<file path="config.mk">
export PLATFORM = sky130hd
export DESIGN_NAME = eeprom_slave_front
export DESIGN_NICKNAME = d
export VERILOG_FILES = /design/src/hdl/eeprom_slave_pkg.sv /design/src/hdl/pin_sync.sv /design/src/hdl/eeprom_slave_front.sv
export SDC_FILE = /design/constraint.sdc
export NUM_CORES = 1
export LEC_CHECK = 0
export BUFFER_PORTS_ARGS = -buffer_cell sky130_fd_sc_hd__buf_2
export CORE_ASPECT_RATIO = 0.9
export CORE_MARGIN = 8
export CORE_UTILIZATION = 35
export DETAILED_ROUTE_END_ITERATION = 10
export SLEW_MARGIN = 25
export SYNTH_ARGS = -nofsm -noshare
export SYNTH_HDL_FRONTEND = slang
export SYNTH_SLANG_ARGS = --single-unit
export TNS_END_PERCENT = 5
</file>
<file path="constraint.sdc">
create_clock -name core_clk_in -period 4.57 [get_ports core_clk_in]
set_input_delay 0.914 -clock core_clk_in [delete_from_list [all_inputs] [get_ports core_clk_in]]
set_output_delay 0.914 -clock core_clk_in [all_outputs]
set_load 0.02 [all_outputs]
</file>
<file path="src/hdl/eeprom_slave_pkg.sv">
// Summary of operation
// - Hold data low through ninth clock
// - Standby at power-up, read stop, completion
// - Ignore everything during power-on reset
// - Brown-out resets, silent until power-on reset
// - Write-protect blocks array and identification page
// - Address byte: type, chip selects, direction
// - Type 1010 selects main array
// - Type 1011 selects identification page, unique id
// - Respond only when chip selects match pins
// - Address bit zero: one read, zero write
// - Acknowledge match, else not; then standby
// - Type 1011: lock on write, id on read
// - Two word address bytes, each acknowledged
// - Array location from word bits 12..0
// - Type 1011 decodes word bits 10 and 9
// - Unique id index from word bits 3..0
// - Start and stop are data edges, clock high
// - Sample on clock rise, drive on fall
// - Write-protected: acknowledge addresses, not data
// - Ignore the bus until a start
package eeprom_slave_pkg;
  localparam logic [3:0] TYPE_ARRAY = 4'ha;
  localparam logic [3:0] TYPE_IDPAGE = 4'hb;
  localparam int TYPE_MSB = 7;
  localparam int TYPE_LSB = 4;
  localparam int CS_MSB = 3;
  localparam int CS_LSB = 1;
  localparam int RW_BIT = 0;
  localparam logic RW_READ = 1'b1;
  localparam logic [3:0] BIT_BYTE_DONE = 4'h8;
  localparam logic [3:0] BIT_ACK_DONE = 4'h9;
  localparam logic [3:0] BIT_ZERO = 4'h0;
  localparam logic [3:0] BIT_ONE = 4'h1;
  localparam int ARRAY_ADDR_W = 13;
  localparam int ID_BYTE_W = 5;
  localparam int UID_INDEX_W = 4;
  localparam int OP_MSB = 10;
  localparam int OP_LSB = 9;
  localparam logic [1:0] OP_PAGE = 2'h0;
  localparam logic [1:0] OP_UID = 2'h1;
  localparam logic [1:0] OP_LOCK = 2'h2;
  localparam int SYNC_STAGES = 2;
  typedef enum logic [5:0] {
    ST_IDLE = 6'h01,
    ST_DEV = 6'h02,
    ST_WA_HI = 6'h04,
    ST_WA_LO = 6'h08,
    ST_DATA = 6'h10,
    ST_READ = 6'h20
  } proto_state_e;
endpackage : eeprom_slave_pkg

</file>
<file path="src/hdl/pin_sync.sv">
`timescale 1ns/1ps
module pin_sync #(
  parameter int WIDTH = 1
) (
  input wire logic clk_in,
  input wire logic resetn_in,
  input wire logic [WIDTH-1:0] async_in,
  output logic [WIDTH-1:0] sync_out
);
  logic [WIDTH-1:0] meta_q;
  logic [WIDTH-1:0] stable_q;

  initial begin
    if (WIDTH < 1) $error("pin_sync needs WIDTH of at least one");
  end

  // The first stage feeds only the second; nothing else looks at it
  always_ff @(posedge clk_in) begin
    if (!resetn_in) begin
      meta_q <= '0;
      stable_q <= '0;
    end else begin
      meta_q <= async_in;
      stable_q <= meta_q;
    end
  end

  assign sync_out = stable_q;
endmodule : pin_sync

</file>
<file path="src/hdl/eeprom_slave_front.sv">
`timescale 1ns/1ps
module eeprom_slave_front (
  input wire logic core_clk_in,
  input wire logic resetn_in,
  input wire logic scl_in,
  input wire logic sda_in,
  output logic sda_out,
  output logic sda_oe_n_out,
  input wire logic chip_select_bit0_in,
  input wire logic chip_select_bit1_in,
  input wire logic chip_select_bit2_in,
  input wire logic wp_in,
  input wire logic por_active_in,
  input wire logic brown_out_threshold_in,
  input wire logic busy_in,
  output logic standby_out,
  output logic sel_array_out,
  output logic sel_idpage_out,
  output logic sel_lock_out,
  output logic sel_uid_out,
  output logic read_out,
  output logic addr_valid_out,
  output logic [eeprom_slave_pkg::ARRAY_ADDR_W-1:0] array_addr_out,
  output logic [eeprom_slave_pkg::ID_BYTE_W-1:0] id_byte_out,
  output logic [eeprom_slave_pkg::UID_INDEX_W-1:0] uid_index_out,
  output logic [7:0] data_byte_out,
  output logic data_valid_out,
  output logic write_blocked_out,
  output logic write_request_out
);
  import eeprom_slave_pkg::*;

  localparam int NSYNC = 8;

  logic [NSYNC-1:0] pins_s;
  logic scl_s;
  logic sda_s;
  logic wp_s;
  logic por_s;
  logic bor_s;
  logic [2:0] cs_s;
  logic scl_prev_q;
  logic sda_prev_q;

  pin_sync #(
    .WIDTH(NSYNC)
  ) u_pin_sync (
    .clk_in(core_clk_in),
    .resetn_in(resetn_in),
    .async_in({chip_select_bit2_in, chip_select_bit1_in, chip_select_bit0_in,
               brown_out_threshold_in, por_active_in, wp_in, sda_in, scl_in}),
    .sync_out(pins_s)
  );

  assign scl_s = pins_s[0];
  assign sda_s = pins_s[1];
  assign wp_s = pins_s[2];
  assign por_s = pins_s[3];
  assign bor_s = pins_s[4];
  assign cs_s = pins_s[7:5];

  // Brown-out keeps the device silent until power-on reset cycles again
  logic dead_q;
  logic por_seen_q;
  logic dead_d;
  logic por_seen_d;
  assign dead_d = bor_s | (dead_q & ~(por_seen_q & ~por_s));
  assign por_seen_d = dead_q & (por_seen_q | por_s);

  always_ff @(posedge core_clk_in) begin
    if (!resetn_in) begin
      dead_q <= 1'b0;
      por_seen_q <= 1'b0;
    end else begin
      dead_q <= dead_d;
      por_seen_q <= por_seen_d;
    end
  end

  logic hold_off;
  assign hold_off = por_s | dead_q | bor_s;

  // Bus events from oversampled pins
  logic scl_rise;
  logic scl_fall;
  logic start_ev;
  logic stop_ev;
  assign scl_rise = scl_s & ~scl_prev_q;
  assign scl_fall = ~scl_s & scl_prev_q;
  assign start_ev = scl_s & scl_prev_q & sda_prev_q & ~sda_s;
  assign stop_ev = scl_s & scl_prev_q & ~sda_prev_q & sda_s;

  always_ff @(posedge core_clk_in) begin
    if (!resetn_in) begin
      scl_prev_q <= 1'b1;
      sda_prev_q <= 1'b1;
    end else begin
      scl_prev_q <= scl_s;
      sda_prev_q <= sda_s;
    end
  end

  proto_state_e state_q;
  proto_state_e state_d;
  proto_state_e next_q;
  proto_state_e next_d;
  logic [3:0] bit_q;
  logic [3:0] bit_d;
  logic [7:0] shift_q;
  logic [7:0] shift_d;
  logic rw_q;
  logic rw_d;
  logic is_id_q;
  logic is_id_d;
  logic [7:0] wa_hi_q;
  logic [7:0] wa_hi_d;
  logic wr_pend_q;
  logic wr_pend_d;
  logic drive_q;
  logic drive_d;

  // Address byte decode
  logic [3:0] byte_type;
  logic [2:0] byte_cs;
  logic type_known;
  logic dev_match;
  assign byte_type = shift_q[TYPE_MSB:TYPE_LSB];
  assign byte_cs = shift_q[CS_MSB:CS_LSB];
  assign type_known = (byte_type == TYPE_ARRAY) | (byte_type == TYPE_IDPAGE);
  // Busy write engine answers polls with not-acknowledge
  assign dev_match = type_known & (byte_cs == cs_s) & ~busy_in;

  logic byte_done;
  logic ack_done;
  assign byte_done = scl_fall & (bit_q == BIT_BYTE_DONE);
  assign ack_done = scl_fall & (bit_q == BIT_ACK_DONE);

  function automatic logic ack_for(input proto_state_e st, input logic match,
                                   input logic wp);
    case (st)
      ST_DEV: ack_for = match;
      ST_WA_HI: ack_for = 1'b1;
      ST_WA_LO: ack_for = 1'b1;
      ST_DATA: ack_for = ~wp;
      default: ack_for = 1'b0;
    endcase
  endfunction : ack_for

  function automatic proto_state_e after_byte(input proto_state_e st, input logic match,
                                              input logic rw);
    case (st)
      ST_DEV: after_byte = !match ? ST_IDLE : (rw == RW_READ ? ST_READ : ST_WA_HI);
      ST_WA_HI: after_byte = ST_WA_LO;
      ST_WA_LO: after_byte = ST_DATA;
      ST_DATA: after_byte = ST_DATA;
      ST_READ: after_byte = ST_READ;
      default: after_byte = ST_IDLE;
    endcase
  endfunction : after_byte

  logic take_data;
  assign take_data = byte_done & (state_q == ST_DATA) & ~wp_s;

  always_comb begin
    state_d = state_q;
    next_d = next_q;
    bit_d = bit_q;
    shift_d = shift_q;
    rw_d = rw_q;
    is_id_d = is_id_q;
    wa_hi_d = wa_hi_q;
    wr_pend_d = wr_pend_q;
    drive_d = drive_q;
    if (hold_off) begin
      state_d = ST_IDLE;
      bit_d = BIT_ZERO;
      drive_d = 1'b0;
      wr_pend_d = 1'b0;
    end else if (start_ev) begin
      // A repeated start also drops a pending write, so recovery never programs
      state_d = ST_DEV;
      bit_d = BIT_ZERO;
      drive_d = 1'b0;
      wr_pend_d = 1'b0;
    end else if (stop_ev) begin
      state_d = ST_IDLE;
      bit_d = BIT_ZERO;
      drive_d = 1'b0;
      wr_pend_d = 1'b0;
    end else if (state_q != ST_IDLE) begin
      if (scl_rise) begin
        if (bit_q < BIT_BYTE_DONE) begin
          shift_d = {shift_q[6:0], sda_s};
        end
        bit_d = bit_q + BIT_ONE;
      end else if (byte_done) begin
        drive_d = ack_for(state_q, dev_match, wp_s);
        next_d = after_byte(state_q, dev_match, shift_q[RW_BIT]);
        if (state_q == ST_DEV) begin
          rw_d = shift_q[RW_BIT];
          is_id_d = (byte_type == TYPE_IDPAGE);
        end
        if (state_q == ST_WA_HI) begin
          wa_hi_d = shift_q;
        end
        if (take_data) begin
          wr_pend_d = 1'b1;
        end
      end else if (ack_done) begin
        // Released on the fall that ends the ninth clock
        drive_d = 1'b0;
        bit_d = BIT_ZERO;
        state_d = next_q;
      end
    end
  end

  always_ff @(posedge core_clk_in) begin
    if (!resetn_in) begin
      state_q <= ST_IDLE;
      next_q <= ST_IDLE;
      bit_q <= BIT_ZERO;
      shift_q <= 8'h00;
      rw_q <= 1'b0;
      is_id_q <= 1'b0;
      wa_hi_q <= 8'h00;
      wr_pend_q <= 1'b0;
      drive_q <= 1'b0;
    end else begin
      state_q <= state_d;
      next_q <= next_d;
      bit_q <= bit_d;
      shift_q <= shift_d;
      rw_q <= rw_d;
      is_id_q <= is_id_d;
      wa_hi_q <= wa_hi_d;
      wr_pend_q <= wr_pend_d;
      drive_q <= drive_d;
    end
  end

  // Word address decode once both bytes are in
  logic [15:0] word_addr;
  logic [1:0] id_op;
  logic addr_load;
  assign word_addr = {wa_hi_q, shift_q};
  assign id_op = word_addr[OP_MSB:OP_LSB];
  assign addr_load = byte_done & (state_q == ST_WA_LO) & ~hold_off;

  logic sel_array_d;
  logic sel_idpage_d;
  logic sel_lock_d;
  logic sel_uid_d;
  assign sel_array_d = ~is_id_q;
  assign sel_idpage_d = is_id_q & (id_op == OP_PAGE);
  assign sel_lock_d = is_id_q & (rw_q != RW_READ) & (id_op == OP_LOCK);
  assign sel_uid_d = is_id_q & (rw_q == RW_READ) & (id_op == OP_UID);

  logic write_go;
  // Only a stop in the clock after an acknowledged data byte commits the write;
  // that clock's own rise has already been counted as one bit
  assign write_go = stop_ev & ~hold_off & (state_q == ST_DATA) & wr_pend_q &
                    (bit_q == BIT_ONE);

  logic sda_zero_q;
  logic sda_oe_n_q;
  logic standby_q;
  logic sel_array_q;
  logic sel_idpage_q;
  logic sel_lock_q;
  logic sel_uid_q;
  logic read_q;
  logic addr_valid_q;
  logic [ARRAY_ADDR_W-1:0] array_addr_q;
  logic [ID_BYTE_W-1:0] id_byte_q;
  logic [UID_INDEX_W-1:0] uid_index_q;
  logic [7:0] data_byte_q;
  logic data_valid_q;
  logic write_blocked_q;
  logic write_request_q;

  always_ff @(posedge core_clk_in) begin
    if (!resetn_in) begin
      sda_zero_q <= 1'b0;
      sda_oe_n_q <= 1'b1;
      standby_q <= 1'b1;
      sel_array_q <= 1'b0;
      sel_idpage_q <= 1'b0;
      sel_lock_q <= 1'b0;
      sel_uid_q <= 1'b0;
      read_q <= 1'b0;
      addr_valid_q <= 1'b0;
      array_addr_q <= '0;
      id_byte_q <= '0;
      uid_index_q <= '0;
      data_byte_q <= 8'h00;
      data_valid_q <= 1'b0;
      write_blocked_q <= 1'b0;
      write_request_q <= 1'b0;
    end else begin
      sda_zero_q <= 1'b0;
      sda_oe_n_q <= ~drive_d;
      standby_q <= (state_d == ST_IDLE) & ~busy_in;
      addr_valid_q <= addr_load;
      data_valid_q <= take_data & ~hold_off;
      write_request_q <= write_go;
      write_blocked_q <= wp_s & ~rw_q & (state_q == ST_DATA);
      if (state_d == ST_IDLE) begin
        sel_array_q <= 1'b0;
        sel_idpage_q <= 1'b0;
        sel_lock_q <= 1'b0;
        sel_uid_q <= 1'b0;
        read_q <= 1'b0;
      end else if (addr_load) begin
        sel_array_q <= sel_array_d;
        sel_idpage_q <= sel_idpage_d;
        sel_lock_q <= sel_lock_d;
        sel_uid_q <= sel_uid_d;
        read_q <= rw_q;
        array_addr_q <= word_addr[ARRAY_ADDR_W-1:0];
        id_byte_q <= word_addr[ID_BYTE_W-1:0];
        uid_index_q <= word_addr[UID_INDEX_W-1:0];
      end else if (byte_done & (state_q == ST_DEV) & dev_match &
                   (shift_q[RW_BIT] == RW_READ)) begin
        // Reads without word address keep the last location
        sel_array_q <= (byte_type == TYPE_ARRAY);
        sel_uid_q <= (byte_type == TYPE_IDPAGE);
        read_q <= 1'b1;
      end
      if (take_data) begin
        data_byte_q <= shift_q;
      end
    end
  end

  assign sda_out = sda_zero_q;
  assign sda_oe_n_out = sda_oe_n_q;
  assign standby_out = standby_q;
  assign sel_array_out = sel_array_q;
  assign sel_idpage_out = sel_idpage_q;
  assign sel_lock_out = sel_lock_q;
  assign sel_uid_out = sel_uid_q;
  assign read_out = read_q;
  assign addr_valid_out = addr_valid_q;
  assign array_addr_out = array_addr_q;
  assign id_byte_out = id_byte_q;
  assign uid_index_out = uid_index_q;
  assign data_byte_out = data_byte_q;
  assign data_valid_out = data_valid_q;
  assign write_blocked_out = write_blocked_q;
  assign write_request_out = write_request_q;
endmodule : eeprom_slave_front

</file>
==> out/results.ini, run 1 <==
[synth]
synthesis.area_um2 = 3550
syn_nets = 389
synthArstFlopShare_pct = 0
ys_ff_latch = 84
synthCells = 375
ys.flop_type = dfxtp_1
synth-seq-area-share_pct = 47.3
netlist_top_cells_count = dfxtp_1 (84), nand2_1 (44), nor2b_1 (32), mux2i_1 (26), and2_1 (17)
synth_cell_type_count = 56
yosys-top-cells-area = dfxtp_1 (47%), mux2i_1 (7.3%), nor2b_1 (5.6%)
synth-edff-count = 0
synth.most_common_cell = dfxtp_1
synth_top_area_share_pct = 47.3
synth_warnings = 0
syn_avg_cell_area_um2 = 9.48
yosysTopAreaCell = dfxtp_1

[grt]
grt_max_degree = 73
grt_pass1_wl_mm = 13.1
overflow = 0
track_usage_pct = 11.8
grt_pass1_vias = 2608
antenna_found_initial = 0

[layout]
multi_input_area_um2 = 1680
seq_area_um2 = 1680
fin_nets = 425
fillCellCount = 1014
post-route-util_pct = 41.1
fin_cells = 545
area_growth_pct = 16.4
diodes = 0
drive_above_1_share_pct = 19.0

[route]
via_count = 2632
drc = 0
avgRoutedWirePerCell_um = 14.2
wl_mm = 7.76
via_per_inst = 4.83
drt_iter0_drc = 143
ant_nets = 0
detail_route.first_pass.iterations = 4

[clocking]
postCtsSetupRepairBufs = 0
hold_buffers = 0
cts.clk_slew.worst_paths_ns = 0.06
cts_htree_levels = 3
clock_path_buffers = 2
cts_tree = yes
cts_sinks = 84
clock_latency_ns = 0.34
cts_root_buffer = clkbuf_16
cts_resized = 0
cts_buffers = 9

[min_path]
hold_class = reg2reg

[critical_path]
cp_slowest_cell = a311oi_1
critPathMaxStageDelay_ns = 0.48
path_class = reg2reg
path_max_fanout = 7
end_kind = flop
cp.arrival_ns = 2.68
cp_cell_sequence = inv_1, ha_1, nor2b_1, nand2_1, a311oi_1, o221ai_1, and3_1
worstPathRequired_ns = 4.80
start_kind = flop
crit_family = simple AND/OR/NAND/NOR gates
crit_buf_inv = 1

[sta]
finalMaxSlewViolations = 0
min_period_ns = 2.45
fmax_mhz = 407
skew_ns = 0.00726
whs_ns = 0.433
setup_tns_ns = 0
hold_viol = 0
period_share_pct = 53.7
setup_violations = 0
fin_ws_ns = 2.12
worst_pin_slew_ns = 0.887
relSlewSlack_pct = 40.5
rsz0062_at_grt = no

[outcome]
status = finished clean

[die]
dieArea_um2 = 13600
initial_utilization_pct = 35.3
ios = 53
fp-row-count = 35
coreArea_um2 = 10100
die_y_um = 112
fp.dieW_um = 122

[power_and_ir_drop]
power_frac_seq_pct = 48.6
p_sw_share_pct = 21.7
share_comb_of_total_power_pct = 3.7
switchingPower_uw = 336
vdd_drop_max_mv = 0.201
power.leakage_nw = 1.68
p_per_area_nw_per_um2 = 374
p_int_mw = 1.21
clkPwrFrac_pct = 47.7

[job]
cap_violations = 0

[place]
place_ws_ns = 2.05
placed_cells = 529
dp_hpwl_mm = 5.57
numPortBuffers = 51
gp_congestion = 0.902

-- metal layers --
| metal | vias to the layer above | wire length, µm | track usage [%] |
|---|---|---|---|
| met5 | - | 0 | 0 |
| met4 | 0 | 133 | 5.19 |
| met3 | 10 | 394 | 2.78 |
| met2 | 50 | 3310 | 17.6 |
| met1 | 1221 | 3920 | 15.9 |
| li1 | 1351 | - | - |
-- layout make-up --
cell class | count | area share [%]
Clock buffer | 10 | 5.78
Clock inverter | 6 | 1.69
Inverter | 8 | 0.726
Multi-Input combinational cell | 255 | 40.7
Sequential cell | 84 | 40.7
Tap cell | 129 | 3.90
Timing Repair Buffer | 53 | 6.54
-- power groups by stage --
stage	Combinational [mW]	Clock (mW)	Sequential [mW]
2_1_floorplan	0.0451	0	0.764
3_3_place_gp	0.0572	0	0.767
3_5_place_dp	0.0572	0	0.767
4_1_cts	0.0576	0.761	0.750
5_1_grt	0.0628	0.789	0.752
6_report	0.0573	0.738	0.751
-- layout by cell type, fill, tap and decap left out, drive strengths merged, types with 3 or more instances in the layout --
master / count
dfxtp: 84
buf: 53
nand2: 45
nor2b: 32
mux2i: 26
and2: 17
a21boi: 15
a21oi: 12
nand3: 11
o21ai: 11
nor3: 11
clkbuf: 10
inv: 10
or3: 6
nand2b: 6
nor2: 6
nor4: 5
nand4: 3
xor2: 3
nand3b: 3
and4b: 3
xnor2: 3
a211oi: 3
ha: 3
clkinv: 3
-- through the flow --
| step | power (mW) | instance area [µm²] |
|---|---|---|
| detailed placement | 0.824 | 3830 |
| global placement | 0.824 | 3830 |
| global route | 1.60 | 4140 |
| floorplan | 0.809 | 3550 |
| finish | 1.55 | 4140 |
| CTS | 1.57 | 4140 |
-- final timing paths --
path	depth (start not counted)	slack, ns	from	to
worst max register to register	7	2.12	bit_q[0]	sel_lock_out
worst max-delay path	7	2.12	bit_q[0]	sel_lock_out
worst min-delay path	1	0.43	u_pin_sync.meta_q[6]	u_pin_sync.sync_out[6]
worst min register to register	1	0.43	u_pin_sync.meta_q[6]	u_pin_sync.sync_out[6]
-- logic make-up after synthesis --
logic type               Yosys count  synth area share, %
multiplexers                      26                 7.32
flip-flops                        84                 47.3
buffers and inverters             36                 5.32
other                              1                0.106
AND/OR/NAND/NOR                  164                 27.1
adder cells (fa/ha/maj)            3                 1.06
XOR/XNOR                           6                 1.48
AO/OA/AOI/OAI                     55                 10.3
-- worst reg2reg max path, delay by kind of cell, from the launching register on --
kind,cells,cell delay [ns]
AOI/OAI and AO/OA,2,0.71
adders and majority gates,1,0.25
buffers and inverters,1,0.07
DFF,1,0.43
and+or+nand+nor,3,0.88
-- sequential cells by signal (all words and copies together) (netlist names), 4 cells and up --
name,count
u_pin_sync.sync_out,8
u_pin_sync.meta_q,8
state_q,6
bit_q,4
array_addr_out,13
shift_q,8
data_byte_out,8
next_q,5
wa_hi_q,5
(Power assumes the default switching activity.)
==> run 2, diff against run 1 <==
Settings changed: ABC_AREA from default to 1.
Clock period 4.57 ns to 2.2 ns, I/O delays scaled along.
==> out/results.ini, run 2 <==
[outcome]
status = finished clean

[synth]
synthesis.area_um2 = 3590
synth_top_area_share_pct = 46.8
synthArstFlopShare_pct = 0
synth_warnings = 0
yosys-top-cells-area = dfxtp_1 (47%), nand2_1 (7.3%), inv_1 (6.0%)
ys.flop_type = dfxtp_1
synth.most_common_cell = dfxtp_1
synthCells = 440
yosysTopAreaCell = dfxtp_1
syn_avg_cell_area_um2 = 8.16
synth-edff-count = 0
syn_nets = 454
synth-seq-area-share_pct = 46.8
netlist_top_cells_count = dfxtp_1 (84), nand2_1 (70), inv_1 (57), a21oi_1 (42)
synth_cell_type_count = 37
ys_ff_latch = 84

[critical_path]
cp_cell_sequence = inv_1, ha_1, nand3_4, nor2_8, nand3_4, clkinv_2, nand2_1, o21ai_0, inv_1, nor2_2
rr_worst_depth = 10
critPathMaxStageDelay_ns = 0.34
crit_path_start = bit_q[0]
cp.arrival_ns = 2.18
end_kind = flop
cp_slowest_cell = dfxtp_1
r2r_start = bit_q[0]
worstPathRequired_ns = 2.48
path_max_fanout = 26
start_kind = flop
path_class = reg2reg

[place]
numPortBuffers = 51
gp_congestion = 0.867
placed_cells = 600
dp_hpwl_mm = 5.76

[route]
via_per_inst = 4.62
drt_iter0_drc = 127
ant_nets = 0
avgRoutedWirePerCell_um = 12.5
via_count = 2848
drc = 0
detail_route.first_pass.iterations = 4
wl_mm = 7.71

[layout]
diodes = 0
seq_area_um2 = 1680
fillCellCount = 996
mostFrequentLayoutCells = dfxtp_1 (84), nand2_1 (70), inv_1 (57)
fin_cells = 616
layout_commonest_cell = dfxtp_1
multi_input_area_um2 = 1500
fin_nets = 496
area_growth_pct = 16.3
drive_above_1_share_pct = 24.2
post-route-util_pct = 41.3
largest_register_ffs = 13

[clocking]
clock_path_buffers = 2
clock_latency_ns = 0.33
postCtsSetupRepairBufs = 0
cts.clk_slew.worst_paths_ns = 0.06
cts_buffers = 9
cts_root_buffer = clkbuf_16
cts_sinks = 84
cts_htree_levels = 3
cts_resized = 0
hold_buffers = 0
cts_tree = yes

[power_and_ir_drop]
p_per_area_nw_per_um2 = 763
power.leakage_nw = 1.95
vdd_drop_max_mv = 0.350
p_total_mw = 3.18

[min_path]
min_from = chip_select_bit2_in
hold_class = in2reg
hold_depth = 3

[sta]
period_share_pct = 86.6
setup_violations = 0
hold_viol = 0
setup_tns_ns = 0
finalMaxSlewViolations = 0
relSlewSlack_pct = 61.6
min_period_ns = 1.91
fmax_mhz = 525
worst_pin_slew_ns = 0.575
skew_ns = 0.00706
rsz0062_at_grt = no

[grt]
overflow = 0
grt_pass1_wl_mm = 13.3
antenna_found_initial = 0
track_usage_pct = 11.9
grt_max_degree = 34
grt_pass1_vias = 2747

[die]
fp-row-count = 35
coreArea_um2 = 10100
ios = 53
initial_utilization_pct = 35.5
fp.dieW_um = 123
die_y_um = 112
dieArea_um2 = 13800

[job]
cap_violations = 0

run 2: changes by cell type in the layout (fill, tap and decap cells not counted), sizes merged, moves of 26 or more:
| cell | before | now |
|---|---|---|
| a21oi | 12 | 45 |
| inv | 10 | 62 |
| mux2i | 26 | 0 |
| nand2 | 45 | 81 |
| nor2 | 6 | 44 |
| nor2b | 32 | 0 |
| o21ai | 11 | 44 |
run 2: final cells by class:
class / count / area share, %
multi-input combinational: 271 / 36.0
sequential: 84 / 40.3
timing repair buffer: 53 / 6.47
tap: 129 / 3.87
clock inverter: 6 / 1.71
clock buffer: 10 / 5.72
inverter: 63 / 5.93
run 2: worst paths after layout:
check                      endpoint  slack, ns
max reg2reg            sel_lock_out       0.29
max                    sel_lock_out       0.29
min reg2reg  u_pin_sync.sync_out[1]       0.41
min            u_pin_sync.meta_q[7]       0.29
run 2: cell families after synthesis:
| logic type | Yosys count | synth area share [%] |
|---|---|---|
| flip-flops | 84 | 46.8 |
| AND/OR/NAND/NOR | 173 | 26.9 |
| other | 1 | 0.104 |
| XOR/XNOR | 1 | 0.244 |
| adder cells (fa/ha/maj) | 3 | 1.05 |
| AO/OA/AOI/OAI | 93 | 13.6 |
| buffers and inverters | 85 | 11.3 |
run 2: report_power, final:
part	switching, mW	internal, mW
Sequential	0.0105	1.54
Combinational	0.0720	0.0329
Clock	0.612	0.917
run 2: critical path: cells and delay by family (launching register included):
family / cells / cell delay, ns
AOI/OAI and AO/OA: 1 / 0.15
and+or+nand+nor: 5 / 0.72
adders and majority gates: 1 / 0.20
buffers and inverters: 3 / 0.45
DFF: 1 / 0.34
run 2: through the flow:
stage                     area, µm²  setup WS [ns]  hold slack, ns
final                          4180          0.295           0.289
after global placement         3860          0.354           0.394
after CTS                      4180          0.278           0.280
after detailed placement       3860          0.299           0.400
after floorplan                3590          0.644           0.390
after global routing           4180         0.0646           0.289
run 2: layer usage:
metal / wire [µm] / vias up / track usage [%]
li1: - / 1498 / -
met1: 3710 / 1269 / 15.9
met2: 3400 / 70 / 17.5
met3: 483 / 11 / 3.16
met4: 121 / 0 / 5.36
met5: 0 / - / 0
